### config.mk
export PLATFORM = sky130hd
export DESIGN_NAME = sccr_top
export DESIGN_NICKNAME = d
export VERILOG_FILES = /design/src/sccr_pkg.sv /design/src/sccr_top.sv /design/src/sccr_clkdiv.sv /design/src/sccr_rstseq.sv
export VERILOG_INCLUDE_DIRS = /design/src
export SDC_FILE = /design/constraint.sdc
export NUM_CORES = 1
export LEC_CHECK = 0
export BUFFER_PORTS_ARGS = -buffer_cell sky130_fd_sc_hd__clkbuf_2
export CAP_MARGIN = 20
export CORE_MARGIN = 2
export CORE_UTILIZATION = 30
export CTS_CLUSTER_DIAMETER = 30
export DETAILED_ROUTE_END_ITERATION = 12
export PLACE_DENSITY = 0.62
export SLEW_MARGIN = 40
export SYNTH_ARGS = -nofsm -noshare
export SYNTH_HDL_FRONTEND = slang
export SYNTH_SLANG_ARGS = --single-unit
export TNS_END_PERCENT = 30
### constraint.sdc
create_clock -name clk -period 3 [get_ports clk]
set_clock_uncertainty 0.2 [all_clocks]
set_input_delay 0.6 -clock clk [delete_from_list [all_inputs] [get_ports clk]]
set_output_delay 0.6 -clock clk [all_outputs]
set_load 0.005 [all_outputs]
### src/sccr_map.svh
// Register map, field positions, reset values and timing counts of the clock and reset control
`ifndef SCCR_MAP_SVH
`define SCCR_MAP_SVH

`define SCCR_CLK_HZ 20000000
`define SCCR_LOCK_CYCLES 65536
`define SCCR_TA_WINDOW 5'h10
`define SCCR_TA_KEY1 8'hAA
`define SCCR_TA_KEY2 8'h55
`define SCCR_IDX_PMGMT 8'h01
`define SCCR_IDX_EXTFLAGS 8'h02
`define SCCR_IDX_PCTRL 8'h03
`define SCCR_IDX_TACCESS 8'h04
`define SCCR_IDX_WDCTRL 8'h05
`define SCCR_IDX_STATUS 8'hC5
`define SCCR_IDX_SERIAL_ACTIVITY_STATUS_EXT 8'hF7
`define SCCR_PM_CD_HI 7
`define SCCR_PM_CD_LO 6
`define SCCR_PM_SWB 5
`define SCCR_PM_MEN 4
`define SCCR_PM_MFAC 3
`define SCCR_EX_MRDY 3
`define SCCR_EX_RING 2
`define SCCR_PC_OSC_FAIL_FLAG 5
`define SCCR_PC_OSC_FAIL_DETECT_ENABLE 4
`define SCCR_WD_POR 6
`define SCCR_CD_MULT 2'h0
`define SCCR_CD_DIV4 2'h2
`define SCCR_CD_SLOW 2'h3
`define SCCR_CD_RESET 2'h2
`define SCCR_MC_DIV4 10'h003
`define SCCR_MC_SLOW 10'h3FF
`define SCCR_MC_X2 10'h001
`define SCCR_MC_X4 10'h000
`define SCCR_SLOW_SYS_MASK 10'h0FF
`define SCCR_RESET_VECTOR 16'h0000
`define SCCR_RESP_OKAY 2'h0
`define SCCR_RESP_SLVERR 2'h2

`endif

### src/sccr_pkg.sv
// Types shared by the clock and reset control
package sccr_pkg;

    typedef struct packed {
        logic [2:0] enabled;
        logic [2:0] tx_active;
        logic [2:0] rx_active;
        logic [2:0] start_bit;
        logic [2:0] buf_load;
    } sccr_serial_t;

    typedef struct packed {
        logic powerfail_level_in_service;
        logic high_level_in_service;
        logic low_level_in_service;
        logic ext_int_ack;
        logic ext_int_enabled;
        logic ext_int_high_prio;
    } sccr_irq_t;

    typedef enum logic [1:0] {
        SCCR_RST_HOLD,
        SCCR_RST_COUNT,
        SCCR_RST_RUN
    } sccr_rst_state_t;

endpackage

### src/sccr_top.sv
// System clock select, switchback, lockout, status and reset control with AXI4-Lite registers
`timescale 1ns/10ps
`include "sccr_map.svh"

// Operation
// - Two-bit select picks raw source, source/256, or multiplied source as system clock.
// - Machine cycle is system clock divided by four; peripherals use system clock.
// - Multiplier enabled only with enable bit set and select equal to 00.
// - Factor bit zero multiplies by two, one multiplies by four.
// - Select 11 is slow mode: source/256, machine cycle 1024 source clocks.
// - New clock rate takes effect one machine cycle after the control write.
// - Select changes must pass through 10; other direct changes are ignored.
// - Multiplier engage order enforced; out-of-order select writes leave the select unchanged.
// - Multiplier ready sets after 65,536 source cycles of multiplier enable.
// - Multiplier engages the machine cycle after select written to 00.
// - In slow mode with switchback on, acknowledged external interrupt returns to divide-by-four.
// - No interrupt switchback if interrupt disabled or higher priority level in service.
// - In slow mode with switchback on, enabled port start bit or buffer load returns.
// - Three status bits show power-fail, high and low levels in service.
// - Select writes ignored while any serial port transmits or receives.
// - Per-port serial transmit and receive activity shown in the two status registers.
// - With detection enabled, oscillator below about 100 kHz holds the device in reset.
// - Oscillator-fail enable writable only through the timed-access procedure.
// - Oscillator fail sets the fail flag; cleared by power-fail reset or software zero.
// - Oscillator stopped by stop mode never triggers an oscillator-fail reset.
// - Reset held while supply low; then 65,536 clocks before execution from zero.
// - Power-on reset flag set after power-on reset; software reads and clears it.
// - Ring-oscillator-active flag clears after 65,536 external source cycles.
module sccr_top
    import sccr_pkg::*;
#(
    parameter int LOCK_CYCLES = `SCCR_LOCK_CYCLES
)
(
    input wire logic clk,
    input wire logic rstn,
    input wire logic [9:0] s_axi_awaddr,
    input wire logic s_axi_awvalid,
    output logic s_axi_awready,
    input wire logic [31:0] s_axi_wdata,
    input wire logic [3:0] s_axi_wstrb,
    input wire logic s_axi_wvalid,
    output logic s_axi_wready,
    output logic [1:0] s_axi_bresp,
    output logic s_axi_bvalid,
    input wire logic s_axi_bready,
    input wire logic [9:0] s_axi_araddr,
    input wire logic s_axi_arvalid,
    output logic s_axi_arready,
    output logic [31:0] s_axi_rdata,
    output logic [1:0] s_axi_rresp,
    output logic s_axi_rvalid,
    input wire logic s_axi_rready,
    input wire sccr_serial_t serial,
    input wire sccr_irq_t irq,
    input wire logic supply_ok,
    input wire logic osc_fail_det,
    input wire logic stop_mode,
    input wire logic ring_osc_exit,
    output logic sys_clk_en,
    output logic mcycle_en,
    output logic mult_active,
    output logic mult_x4_active,
    output logic slow_clock_mode,
    output logic cpu_reset_n,
    output logic [15:0] cpu_start_addr
);

    logic [1:0] cd_r, cd_act_r, ta_stage_r, bresp_r, rresp_r, cd_req;
    logic x4_act_r, switchback_enable_r, multiplier_enable_r, multiplier_factor_r, multiplier_ready_r;
    logic ring_osc_active_r, osc_fail_detect_enable_r, osc_fail_flag_r, por_flag_r, bvalid_r, rvalid_r;
    logic [16:0] lock_cnt_r, ring_cnt_r;
    logic [4:0] ta_cnt_r;
    logic [31:0] rdata_r;
    logic [7:0] wr_idx, rd_idx, wbyte;
    logic wr_go, rd_go, wr_pm, serial_busy, sb_irq, sb_serial, switchback, cd_ok;
    logic sys_tick, mc_tick, core_rst_n, pwr_fail_evt, pwr_up_evt, ofd_evt;

    // Register index from a byte address
    function automatic logic [7:0] reg_idx(input logic [9:0] addr);
        return addr[9:2];
    endfunction

    // Index is one of the mapped registers
    function automatic logic idx_mapped(input logic [7:0] idx);
        return idx == `SCCR_IDX_PMGMT || idx == `SCCR_IDX_EXTFLAGS || idx == `SCCR_IDX_PCTRL ||
               idx == `SCCR_IDX_TACCESS || idx == `SCCR_IDX_WDCTRL || idx == `SCCR_IDX_STATUS ||
               idx == `SCCR_IDX_SERIAL_ACTIVITY_STATUS_EXT;
    endfunction

    // Bus write path: address and data taken together, one write outstanding
    assign wr_go = s_axi_awvalid && s_axi_wvalid && !bvalid_r;
    assign s_axi_awready = wr_go;
    assign s_axi_wready = wr_go;
    assign s_axi_bvalid = bvalid_r;
    assign s_axi_bresp = bresp_r;
    assign wr_idx = reg_idx(s_axi_awaddr);
    assign wbyte = s_axi_wdata[7:0];

    always_ff @(posedge clk)
    begin
        if (!rstn)
        begin
            bvalid_r <= 1'b0;
            bresp_r <= `SCCR_RESP_OKAY;
        end
        else if (wr_go)
        begin
            bvalid_r <= 1'b1;
            bresp_r <= idx_mapped(wr_idx) ? `SCCR_RESP_OKAY : `SCCR_RESP_SLVERR;
        end
        else if (s_axi_bready)
            bvalid_r <= 1'b0;
    end

    // Bus read path: data registered one cycle after address taken
    assign rd_go = s_axi_arvalid && !rvalid_r;
    assign s_axi_arready = rd_go;
    assign s_axi_rvalid = rvalid_r;
    assign s_axi_rdata = rdata_r;
    assign s_axi_rresp = rresp_r;
    assign rd_idx = reg_idx(s_axi_araddr);

    always_ff @(posedge clk)
    begin
        if (!rstn)
        begin
            rvalid_r <= 1'b0;
            rdata_r <= 32'h00000000;
            rresp_r <= `SCCR_RESP_OKAY;
        end
        else if (rd_go)
        begin
            rvalid_r <= 1'b1;
            rresp_r <= idx_mapped(rd_idx) ? `SCCR_RESP_OKAY : `SCCR_RESP_SLVERR;
            rdata_r <= 32'h00000000;
            unique case (rd_idx)
                `SCCR_IDX_PMGMT:
                    rdata_r[7:3] <= {cd_r, switchback_enable_r, multiplier_enable_r, multiplier_factor_r};
                `SCCR_IDX_EXTFLAGS:
                    rdata_r[3:2] <= {multiplier_ready_r, ring_osc_active_r};
                `SCCR_IDX_PCTRL:
                    rdata_r[5:4] <= {osc_fail_flag_r, osc_fail_detect_enable_r};
                `SCCR_IDX_WDCTRL:
                    rdata_r[`SCCR_WD_POR] <= por_flag_r;
                `SCCR_IDX_STATUS:
                    rdata_r[7:0] <= {irq.powerfail_level_in_service, irq.high_level_in_service,
                                     irq.low_level_in_service, 1'b0,
                                     serial.rx_active[1], serial.tx_active[1],
                                     serial.rx_active[0], serial.tx_active[0]};
                `SCCR_IDX_SERIAL_ACTIVITY_STATUS_EXT:
                    rdata_r[1:0] <= {serial.rx_active[2], serial.tx_active[2]};
                default:
                    rdata_r <= 32'h00000000;
            endcase
        end
        else if (s_axi_rready)
            rvalid_r <= 1'b0;
    end

    // Switchback sources
    assign serial_busy = |(serial.tx_active | serial.rx_active);
    assign sb_irq = irq.ext_int_ack && irq.ext_int_enabled && !irq.powerfail_level_in_service &&
                    (irq.ext_int_high_prio || !irq.high_level_in_service);
    assign sb_serial = |(serial.enabled & (serial.start_bit | serial.buf_load));
    assign switchback = switchback_enable_r && cd_r == `SCCR_CD_SLOW && (sb_irq || sb_serial);

    // Divide-select write legality
    assign wr_pm = wr_go && wr_idx == `SCCR_IDX_PMGMT && s_axi_wstrb[0];
    assign cd_req = wbyte[`SCCR_PM_CD_HI:`SCCR_PM_CD_LO];

    always_comb
    begin
        cd_ok = 1'b0;
        if (cd_req == cd_r)
            cd_ok = 1'b1;
        else if (cd_req == `SCCR_CD_DIV4)
            cd_ok = cd_r == `SCCR_CD_MULT || cd_r == `SCCR_CD_SLOW;
        else if (cd_r == `SCCR_CD_DIV4 && cd_req == `SCCR_CD_SLOW)
            cd_ok = 1'b1;
        else if (cd_r == `SCCR_CD_DIV4 && cd_req == `SCCR_CD_MULT)
            cd_ok = multiplier_enable_r && multiplier_ready_r && !ring_osc_active_r;
    end

    // Clock control bits
    always_ff @(posedge clk)
    begin
        if (!rstn)
        begin
            cd_r <= `SCCR_CD_RESET;
            switchback_enable_r <= 1'b0;
            multiplier_enable_r <= 1'b0;
            multiplier_factor_r <= 1'b0;
        end
        else
        begin
            if (switchback)
                cd_r <= `SCCR_CD_DIV4;
            else if (wr_pm && cd_ok && !serial_busy)
                cd_r <= cd_req;
            if (wr_pm)
            begin
                switchback_enable_r <= wbyte[`SCCR_PM_SWB];
                if (cd_r != `SCCR_CD_MULT)
                    multiplier_enable_r <= wbyte[`SCCR_PM_MEN];
                if (!multiplier_enable_r)
                    multiplier_factor_r <= wbyte[`SCCR_PM_MFAC];
            end
        end
    end

    // Applied clock selection follows the control bits at the next machine cycle boundary
    always_ff @(posedge clk)
    begin
        if (!rstn)
        begin
            cd_act_r <= `SCCR_CD_RESET;
            x4_act_r <= 1'b0;
        end
        else if (mc_tick)
        begin
            cd_act_r <= cd_r;
            x4_act_r <= multiplier_factor_r;
        end
    end

    // Multiplier lock counter and ready flag
    always_ff @(posedge clk)
    begin
        if (!rstn)
        begin
            lock_cnt_r <= 17'h00000;
            multiplier_ready_r <= 1'b0;
        end
        else if (!multiplier_enable_r)
        begin
            lock_cnt_r <= 17'h00000;
            multiplier_ready_r <= 1'b0;
        end
        else if (!multiplier_ready_r)
        begin
            lock_cnt_r <= lock_cnt_r + 17'h00001;
            if (lock_cnt_r == 17'(LOCK_CYCLES - 1))
            begin
                multiplier_ready_r <= 1'b1;
            end
        end
    end

    // Ring oscillator flag, cleared after the external source has run long enough
    always_ff @(posedge clk)
    begin
        if (!rstn)
        begin
            ring_cnt_r <= 17'h00000;
            ring_osc_active_r <= 1'b0;
        end
        else if (ring_osc_exit)
        begin
            ring_cnt_r <= 17'h00000;
            ring_osc_active_r <= 1'b1;
        end
        else if (ring_osc_active_r)
        begin
            ring_cnt_r <= ring_cnt_r + 17'h00001;
            if (ring_cnt_r == 17'(LOCK_CYCLES - 1))
            begin
                ring_osc_active_r <= 1'b0;
            end
        end
    end

    // Timed access: key pair opens a short window for the protected enable bit
    always_ff @(posedge clk)
    begin
        if (!rstn)
        begin
            ta_stage_r <= 2'h0;
            ta_cnt_r <= 5'h00;
        end
        else if (wr_go && wr_idx == `SCCR_IDX_TACCESS && s_axi_wstrb[0])
        begin
            ta_cnt_r <= `SCCR_TA_WINDOW;
            if (wbyte == `SCCR_TA_KEY1)
                ta_stage_r <= 2'h1;
            else if (wbyte == `SCCR_TA_KEY2 && ta_stage_r == 2'h1 && ta_cnt_r != 5'h00)
                ta_stage_r <= 2'h2;
            else
                ta_stage_r <= 2'h0;
        end
        else if (wr_go && wr_idx == `SCCR_IDX_PCTRL)
            ta_stage_r <= 2'h0;
        else if (ta_cnt_r != 5'h00)
            ta_cnt_r <= ta_cnt_r - 5'h01;
        else
            ta_stage_r <= 2'h0;
    end

    // Oscillator-fail enable and flag, power-on flag
    always_ff @(posedge clk)
    begin
        if (!rstn)
        begin
            osc_fail_detect_enable_r <= 1'b0;
            osc_fail_flag_r <= 1'b0;
            por_flag_r <= 1'b1;
        end
        else
        begin
            if (wr_go && wr_idx == `SCCR_IDX_PCTRL && s_axi_wstrb[0] && ta_stage_r == 2'h2)
                osc_fail_detect_enable_r <= wbyte[`SCCR_PC_OSC_FAIL_DETECT_ENABLE];
            if (ofd_evt)
                osc_fail_flag_r <= 1'b1;
            else if (pwr_fail_evt)
                osc_fail_flag_r <= 1'b0;
            else if (wr_go && wr_idx == `SCCR_IDX_PCTRL && s_axi_wstrb[0] && !wbyte[`SCCR_PC_OSC_FAIL_FLAG])
                osc_fail_flag_r <= 1'b0;
            if (pwr_up_evt)
                por_flag_r <= 1'b1;
            else if (wr_go && wr_idx == `SCCR_IDX_WDCTRL && s_axi_wstrb[0] && !wbyte[`SCCR_WD_POR])
                por_flag_r <= 1'b0;
        end
    end

    sccr_clkdiv u_clkdiv (
        .clk(clk),
        .rstn(rstn),
        .cd(cd_act_r),
        .mult_x4(x4_act_r),
        .sys_tick(sys_tick),
        .mc_tick(mc_tick)
    );

    sccr_rstseq #(
        .LOCK_CYCLES(LOCK_CYCLES)
    ) u_rstseq (
        .clk(clk),
        .rstn(rstn),
        .supply_ok(supply_ok),
        .osc_fail_det(osc_fail_det),
        .ofd_enable(osc_fail_detect_enable_r),
        .stop_mode(stop_mode),
        .core_rst_n(core_rst_n),
        .pwr_fail_evt(pwr_fail_evt),
        .pwr_up_evt(pwr_up_evt),
        .ofd_evt(ofd_evt)
    );

    // Clock, reset and start address outputs
    assign sys_clk_en = sys_tick;
    assign mcycle_en = mc_tick;
    assign mult_active = multiplier_enable_r && cd_act_r == `SCCR_CD_MULT;
    assign mult_x4_active = mult_active && x4_act_r;
    assign slow_clock_mode = cd_act_r == `SCCR_CD_SLOW;
    assign cpu_reset_n = core_rst_n;
    assign cpu_start_addr = `SCCR_RESET_VECTOR;

endmodule // sccr_top

### src/sccr_clkdiv.sv
// Oscillator tick divider producing system clock and machine cycle enables
`timescale 1ns/10ps
`include "sccr_map.svh"

module sccr_clkdiv
    import sccr_pkg::*;
(
    input wire logic clk,
    input wire logic rstn,
    input wire logic [1:0] cd,
    input wire logic mult_x4,
    output logic sys_tick,
    output logic mc_tick
);

    logic [9:0] cnt_r;
    logic [9:0] last;

    // Oscillator clocks per machine cycle, less one
    function automatic logic [9:0] mc_last(input logic [1:0] sel, input logic x4);
        logic [9:0] v;
        v = `SCCR_MC_DIV4;
        if (sel == `SCCR_CD_SLOW)
        begin
            v = `SCCR_MC_SLOW;
        end
        else if (sel == `SCCR_CD_MULT)
        begin
            v = x4 ? `SCCR_MC_X4 : `SCCR_MC_X2;
        end
        return v;
    endfunction

    assign last = mc_last(cd, mult_x4);

    always_ff @(posedge clk)
    begin
        if (!rstn)
        begin
            cnt_r <= 10'h000;
        end
        else if (cnt_r >= last)
        begin
            cnt_r <= 10'h000;
        end
        else
        begin
            cnt_r <= cnt_r + 10'h001;
        end
    end

    // Slow mode: system clock is source/256, machine cycle four of those
    always_comb
    begin
        if (cd == `SCCR_CD_SLOW)
        begin
            sys_tick = (cnt_r & `SCCR_SLOW_SYS_MASK) == `SCCR_SLOW_SYS_MASK;
        end
        else
        begin
            sys_tick = 1'b1;
        end
    end

    assign mc_tick = cnt_r >= last;

endmodule // sccr_clkdiv

### src/sccr_rstseq.sv
// Power-on, power-fail and oscillator-fail reset sequencer
`timescale 1ns/10ps
`include "sccr_map.svh"

module sccr_rstseq
    import sccr_pkg::*;
#(
    parameter int LOCK_CYCLES = `SCCR_LOCK_CYCLES
)
(
    input wire logic clk,
    input wire logic rstn,
    input wire logic supply_ok,
    input wire logic osc_fail_det,
    input wire logic ofd_enable,
    input wire logic stop_mode,
    output logic core_rst_n,
    output logic pwr_fail_evt,
    output logic pwr_up_evt,
    output logic ofd_evt
);

    logic sup_s1_r;
    logic sup_s2_r;
    logic sup_d_r;
    logic osc_s1_r;
    logic osc_s2_r;
    logic ofd_d_r;
    logic fail;
    logic ofd;
    logic [16:0] cnt_r;
    sccr_rst_state_t state_r;

    always_ff @(posedge clk)
    begin
        if (!rstn)
        begin
            sup_s1_r <= 1'b0;
            sup_s2_r <= 1'b0;
            sup_d_r <= 1'b0;
            osc_s1_r <= 1'b0;
            osc_s2_r <= 1'b0;
            ofd_d_r <= 1'b0;
        end
        else
        begin
            sup_s1_r <= supply_ok;
            sup_s2_r <= sup_s1_r;
            sup_d_r <= sup_s2_r;
            osc_s1_r <= osc_fail_det;
            osc_s2_r <= osc_s1_r;
            ofd_d_r <= ofd;
        end
    end

    assign fail = !sup_s2_r;
    assign ofd = ofd_enable && osc_s2_r && !stop_mode;

    always_ff @(posedge clk)
    begin
        if (!rstn)
        begin
            state_r <= SCCR_RST_HOLD;
            cnt_r <= 17'h00000;
        end
        else
        begin
            unique case (state_r)
                SCCR_RST_HOLD:
                begin
                    cnt_r <= 17'h00000;
                    if (!fail && !ofd)
                    begin
                        state_r <= SCCR_RST_COUNT;
                    end
                end
                SCCR_RST_COUNT:
                begin
                    cnt_r <= cnt_r + 17'h00001;
                    if (fail || ofd)
                    begin
                        state_r <= SCCR_RST_HOLD;
                    end
                    else if (cnt_r == 17'(LOCK_CYCLES - 1))
                    begin
                        state_r <= SCCR_RST_RUN;
                    end
                end
                SCCR_RST_RUN:
                begin
                    if (fail || ofd)
                    begin
                        state_r <= SCCR_RST_HOLD;
                    end
                end
            endcase
        end
    end

    assign core_rst_n = state_r == SCCR_RST_RUN;
    assign pwr_fail_evt = sup_d_r && !sup_s2_r;
    assign pwr_up_evt = !sup_d_r && sup_s2_r;
    assign ofd_evt = ofd && !ofd_d_r;

endmodule // sccr_rstseq

* After elaboration in Yosys (flattened, before gate mapping)
Index checks and enable logic that the tools add are counted.
** Word-level totals
- Flip-flop bits (word level) :: 103
- Input bits :: 88
- Output and inout bits :: 63
- Word-level logic and storage cells :: 207
** Operators by class
- Add/sub/neg operators :: 5
- Magnitude comparators :: 1
- Eq/ne operators :: 35
- Muxes and demuxes :: 42
- Bitwise logic cells :: 6
- Reduce and logical (&&, ||, !) cells :: 88
** Operator list (count)
- $add A17 B1 Y17 const B :: 3
- $eq A17 B16 Y1 const B :: 3
- $eq A8 B8 Y1 const B :: 6
- $logic_and A1 B1 Y1 :: 35
- $pmux W17 S2 :: 1
- $eq A8 B2 Y1 const B :: 4
- $eq A8 B3 Y1 const B :: 4
- $mux W2 :: 11
- $mux W10 :: 2
- $mux W1 :: 18
- $eq A8 B1 Y1 const B :: 2
- $logic_or A1 B1 Y1 :: 16
- $mux W5 :: 3
- $eq A2 B2 Y1 const B :: 7
- $logic_not A1 Y1 :: 13
- $pmux W2 S3 :: 2
- $add A10 B1 Y10 const B :: 1
- $ge A10 B10 Y1 :: 1
- $reduce_and A2 Y1 :: 5
- $reduce_bool A2 Y1 :: 5
- $reduce_or A2 Y1 :: 5
- $eq A8 B7 Y1 const B :: 1
- $logic_not A2 Y1 :: 4
- $or A3 B3 Y3 :: 2
- other kinds (16) :: 23

* Depth between registers and ports, before layout
- Depth after elaboration :: 8
- Mapped depth :: 10
- Mapped depth without buffers :: 10

* Modules after synthesis
A second synthesis with hierarchy kept.
** Second synthesis, totals
- Cell total of the unflattened synthesis :: 682
- Area total of the unflattened synthesis :: 5691.7 µm²
** Modules (own cells, without submodules)
- sccr_top :: instances 1, cells each 449, area an instance 3727.3 µm², sequential area each 1321.3 µm²
- sccr_rstseq :: instances 1, cells each 147, area an instance 1293.7 µm², sequential area each 500.5 µm²
- sccr_clkdiv :: instances 1, cells each 86, area an instance 670.6 µm², sequential area each 200.2 µm²

* Worst setup path before layout
Ideal clock, no wire load.
- Path kind :: reg2out
- From :: register cd_act_r[1]
- To :: output port mcycle_en
- Arrival time :: 1.970 ns
- Data required time :: 2.200 ns
- Setup slack :: 0.230 ns
- Stages on the path, launching flop included :: 9
- Path through :: dfxtp_1 -> nor2_1 -> ha_1 -> nor2b_1 -> o2111a_1 -> a2111oi_4 -> o21ai_2 -> buf_6 -> and2_1
** Between the ends
- Cells in the longest elaborated chain, start to end :: 4
- Elaborated cells between the ends (all ways) :: 5
- Classes of those cells :: order compare (1); eq/ne (1); mux (2); reduce/logical (1)
** RTL lines
- from (decl) :: line sccr_top.sv:69 : logic [1:0] cd_r, cd_act_r, ta_stage_r, bresp_r, rresp_r, cd_req;
- from (signal assigned) :: line sccr_top.sv:217 : cd_act_r <= `SCCR_CD_RESET;
- from (signal assigned) :: line sccr_top.sv:222 : cd_act_r <= cd_r;
- $logic_not A2 Y1 (no line)
- $mux W10 :: line sccr_clkdiv.sv:27 : else if (sel == `SCCR_CD_MULT)
- $mux W10 * :: line sccr_clkdiv.sv:23 : if (sel == `SCCR_CD_SLOW)
- $ge A10 B10 Y1 * :: line sccr_clkdiv.sv:65 : assign mc_tick = cnt_r >= last;
- to (decl) :: line sccr_top.sv:61 : output logic mcycle_en,
Every way passes the cells marked *; elsewhere a longest branch is shown, timed or not.

* Worst setup path after layout
- From :: register cd_act_r[0]
- To :: output port mcycle_en
The elaborated chain is that of the path after synthesis.

==> flow_metrics.tcl <==
set metrics [dict create \
    status "finished clean" \
    relSlewSlack 0.5631 \
    syn_to_final_growth_pct 15.56 \
    cts_buffer_depth 2 \
    cts-root-buf "clkbuf_16" \
    die_h_um 140.9 \
    ant_nets 0 \
    drv_slew 0 \
    diodes 0 \
    cp-start-kind "flip-flop" \
    min_period_ps 2956 \
    ys_seq_area_frac 0.3597 \
    vias 4688 \
    grt_pass1_vias 4344 \
    endpoint "mcycle_en" \
    instances_no_fill 967 \
    clk_pin_slew_ps 70 \
    grt_pass1_wl_um 21510 \
    drc 0 \
    antenna_found_initial 1 \
    cp_data_required_time_ps 2200 \
    gp_congestion 0.8113 \
    dpl_cell_area_um2 6095 \
    power_mw 3.285 \
    setup_ws_ps 43.87 \
    arrival_ps 2160 \
    power.density_nw_per_um2 505.7 \
    initial_utilization 0.3036 \
    finalInstanceArea_um2 6496 \
    worstSetupPathType "reg -> out" \
    synth_area_leaders "dfxtp_1 (36%), buf_4 (5.7%), nor2_1 (5.0%), ha_1 (4.7%), xor2_1 (3.1%)" \
    fmax_mhz 338.3 \
    yosysMostFrequentCell "dfxtp_1" \
    rsz0062_at_grt "yes" \
    drive_gt1_frac 0.1869 \
    drt_pass1_iterations 6 \
    syn_area_um2 5622 \
    r2r_end "u_rstseq.state_r[0]" \
    cts_tree "done" \
    fillerInstances 1926 \
    hold_slack_ps 235.8 \
    final_core_util 0.3508 \
    yosys-top-cells-count "dfxtp_1 (101), nor2_1 (75), buf_4 (43), nand2_1 (43), a21oi_1 (30)" \
    hpwl_um 9739 \
    setup_tns_ps 0 \
    synth_cells 656 \
    cp-startpoint "cd_act_r[0]" \
    met3RoutedLength_um 612 \
    regArea_um2 2027 \
    viasPerCell 4.848 \
    multi_input_area_um2 3293 \
    port_buffers 77 \
    design.core.area_um2 18520 \
    htree_levels 3 \
    wl_met1_um 6086 \
    fp-row-count 50 \
    pin_count 151 \
    grt_use_total 0.1352 \
    final-hold-violation-count 0 \
    p_leak_nw 2.463 \
    grt_max_degree 48 \
    vdd_ir_drop_max_mv 0.3581 \
    dieArea_um2 19850 \
    first_iter_violations 257 \
    wl_um 12980 \
    cts.sinks 101 \
    postSynthAreaPerCell_um2 8.570 \
    crit_fanout 4 \
    clock_latency_ps 350 \
    yosysTopAreaCell "dfxtp_1" \
    setup_viol 0 \
    ys_seq_elements 101 \
    top_layer "met5" \
    netlist-cell-type-count 73 \
    place_ws_ps 126.1 \
    synth_ff_type "dfxtp_1" \
    synth_top_area_frac 0.3597 \
    hold_class "reg -> reg" \
    fin_crit_sh 0.9854 \
    yosys_warnings 0 \
    tightest_slew_ps 655.4 \
    cap_violations 0 \
    dp_cells 950 \
    worstRegToRegCells 11 \
    layout.nets 837 \
    reg2reg_from "u_rstseq.cnt_r[0]" \
    wl_met2_um 5985 \
    async_flop_share 0 \
    grt_overflow 0 \
    rrSetupSlack_ps 690 \
    wl_per_cell_um 13.42 \
    worstSetupEndpointType "primary output" \
    hold_start "u_rstseq.ofd_d_r" \
    synth-edff-count 0 \
    numCtsBuffers 9 \
    chipWidth_um 140.9 \
]
==> logic make-up (layout without fill, tap and decap cells) <==
| kind of cell | Yosys count | count (layout) | share of synthesized area |
|---|---|---|---|
| compound gates | 126 | 126 | 0.1678 |
| xor+xnor | 37 | 37 | 0.05765 |
| fa+ha+maj | 21 | 21 | 0.04674 |
| buf+inv | 92 | 128 | 0.09192 |
| flops | 101 | 101 | 0.3597 |
| mux | 11 | 11 | 0.02003 |
| other cells | 1 | 42 | 0.0006671 |
| simple gates | 267 | 267 | 0.2555 |
==> cell usage in the layout, fill, tap and decap left out, types with 10 or more instances in the layout <==
cell | synthesis | layout
a211oi_2 | 9 | 10
a21oi_1 | 30 | 30
and3_1 | 11 | 11
clkbuf_2 | 0 | 77
conb_1 | 1 | 42
dfxtp_1 | 101 | 99
ha_1 | 21 | 19
inv_1 | 26 | 26
nand2_1 | 43 | 43
nand3_1 | 29 | 29
nand4_1 | 14 | 14
nor2_1 | 75 | 74
nor3_1 | 18 | 18
o211ai_1 | 10 | 10
o21ai_0 | 21 | 21
or3_1 | 14 | 14
xnor2_1 | 17 | 17
xor2_1 | 20 | 20
==> state kept, by name (all words and copies together) (netlist names), 2 cells and up <==
signal and count:
cd_r 2, u_rstseq.state_r 2, lock_cnt_r 17, ring_cnt_r 17, s_axi_rdata 8, cd_act_r 2
u_clkdiv.cnt_r 10, u_rstseq.cnt_r 17, ta_cnt_r 5, ta_stage_r 2
==> cell type report <==
cell class / count / area share
multi-input cells: 504 / 0.5069
clock inverters: 7 / 0.01656
well taps: 234 / 0.04507
repair buffers: 86 / 0.06972
flip-flops and latches: 101 / 0.3120
clock buffers: 9 / 0.03467
inverters: 26 / 0.01502
==> power breakdown <==
| part | internal (mW) | switching, mW | leakage (nW) |
|---|---|---|---|
| registers | 1.39 | 0.0511 | 0.818 |
| clock network | 0.745 | 0.553 | 0.163 |
| logic | 0.228 | 0.317 | 1.48 |
==> worst min-delay path by stage <==
stage	to	slack, ps	cells past startpoint
final	osc_fail_flag_r	240	1
after CTS	u_rstseq.osc_s1_r	240	2
after global routing	u_rstseq.sup_s1_r	250	2
after floorplan	u_rstseq.osc_s2_r	210	1
after global placement	u_rstseq.osc_s2_r	220	1
after detailed placement	u_rstseq.osc_s2_r	220	1
==> per-layer routing <==
metal | track usage | up-vias
li1 | - | 2404
met1 | 0.1735 | 2158
met2 | 0.2244 | 106
met3 | 0.03329 | 18
met4 | 0.04211 | 2
met5 | 0 | -
==> worst max-delay path, cell delays in order (launching register included) <==
cell       delay (ps)
dfxtp_4           370
nor2_4            150
ha_4              220
nor2b_1           120
o2111a_1          250
a2111oi_4         310
o21ai_2            90
and2_4            180
clkbuf_2          100
==> timing repair <==
action / 4_1_cts / 5_1_grt
resized for setup: 10 / 1
cloned: 0 / 0
setup buffers: 1 / 0
setup endpoints to repair: 1 / 1
pin swaps: 3 / 1
hold buffers: 0 / 0
Note: power is estimated with default switching activity, not from simulation.
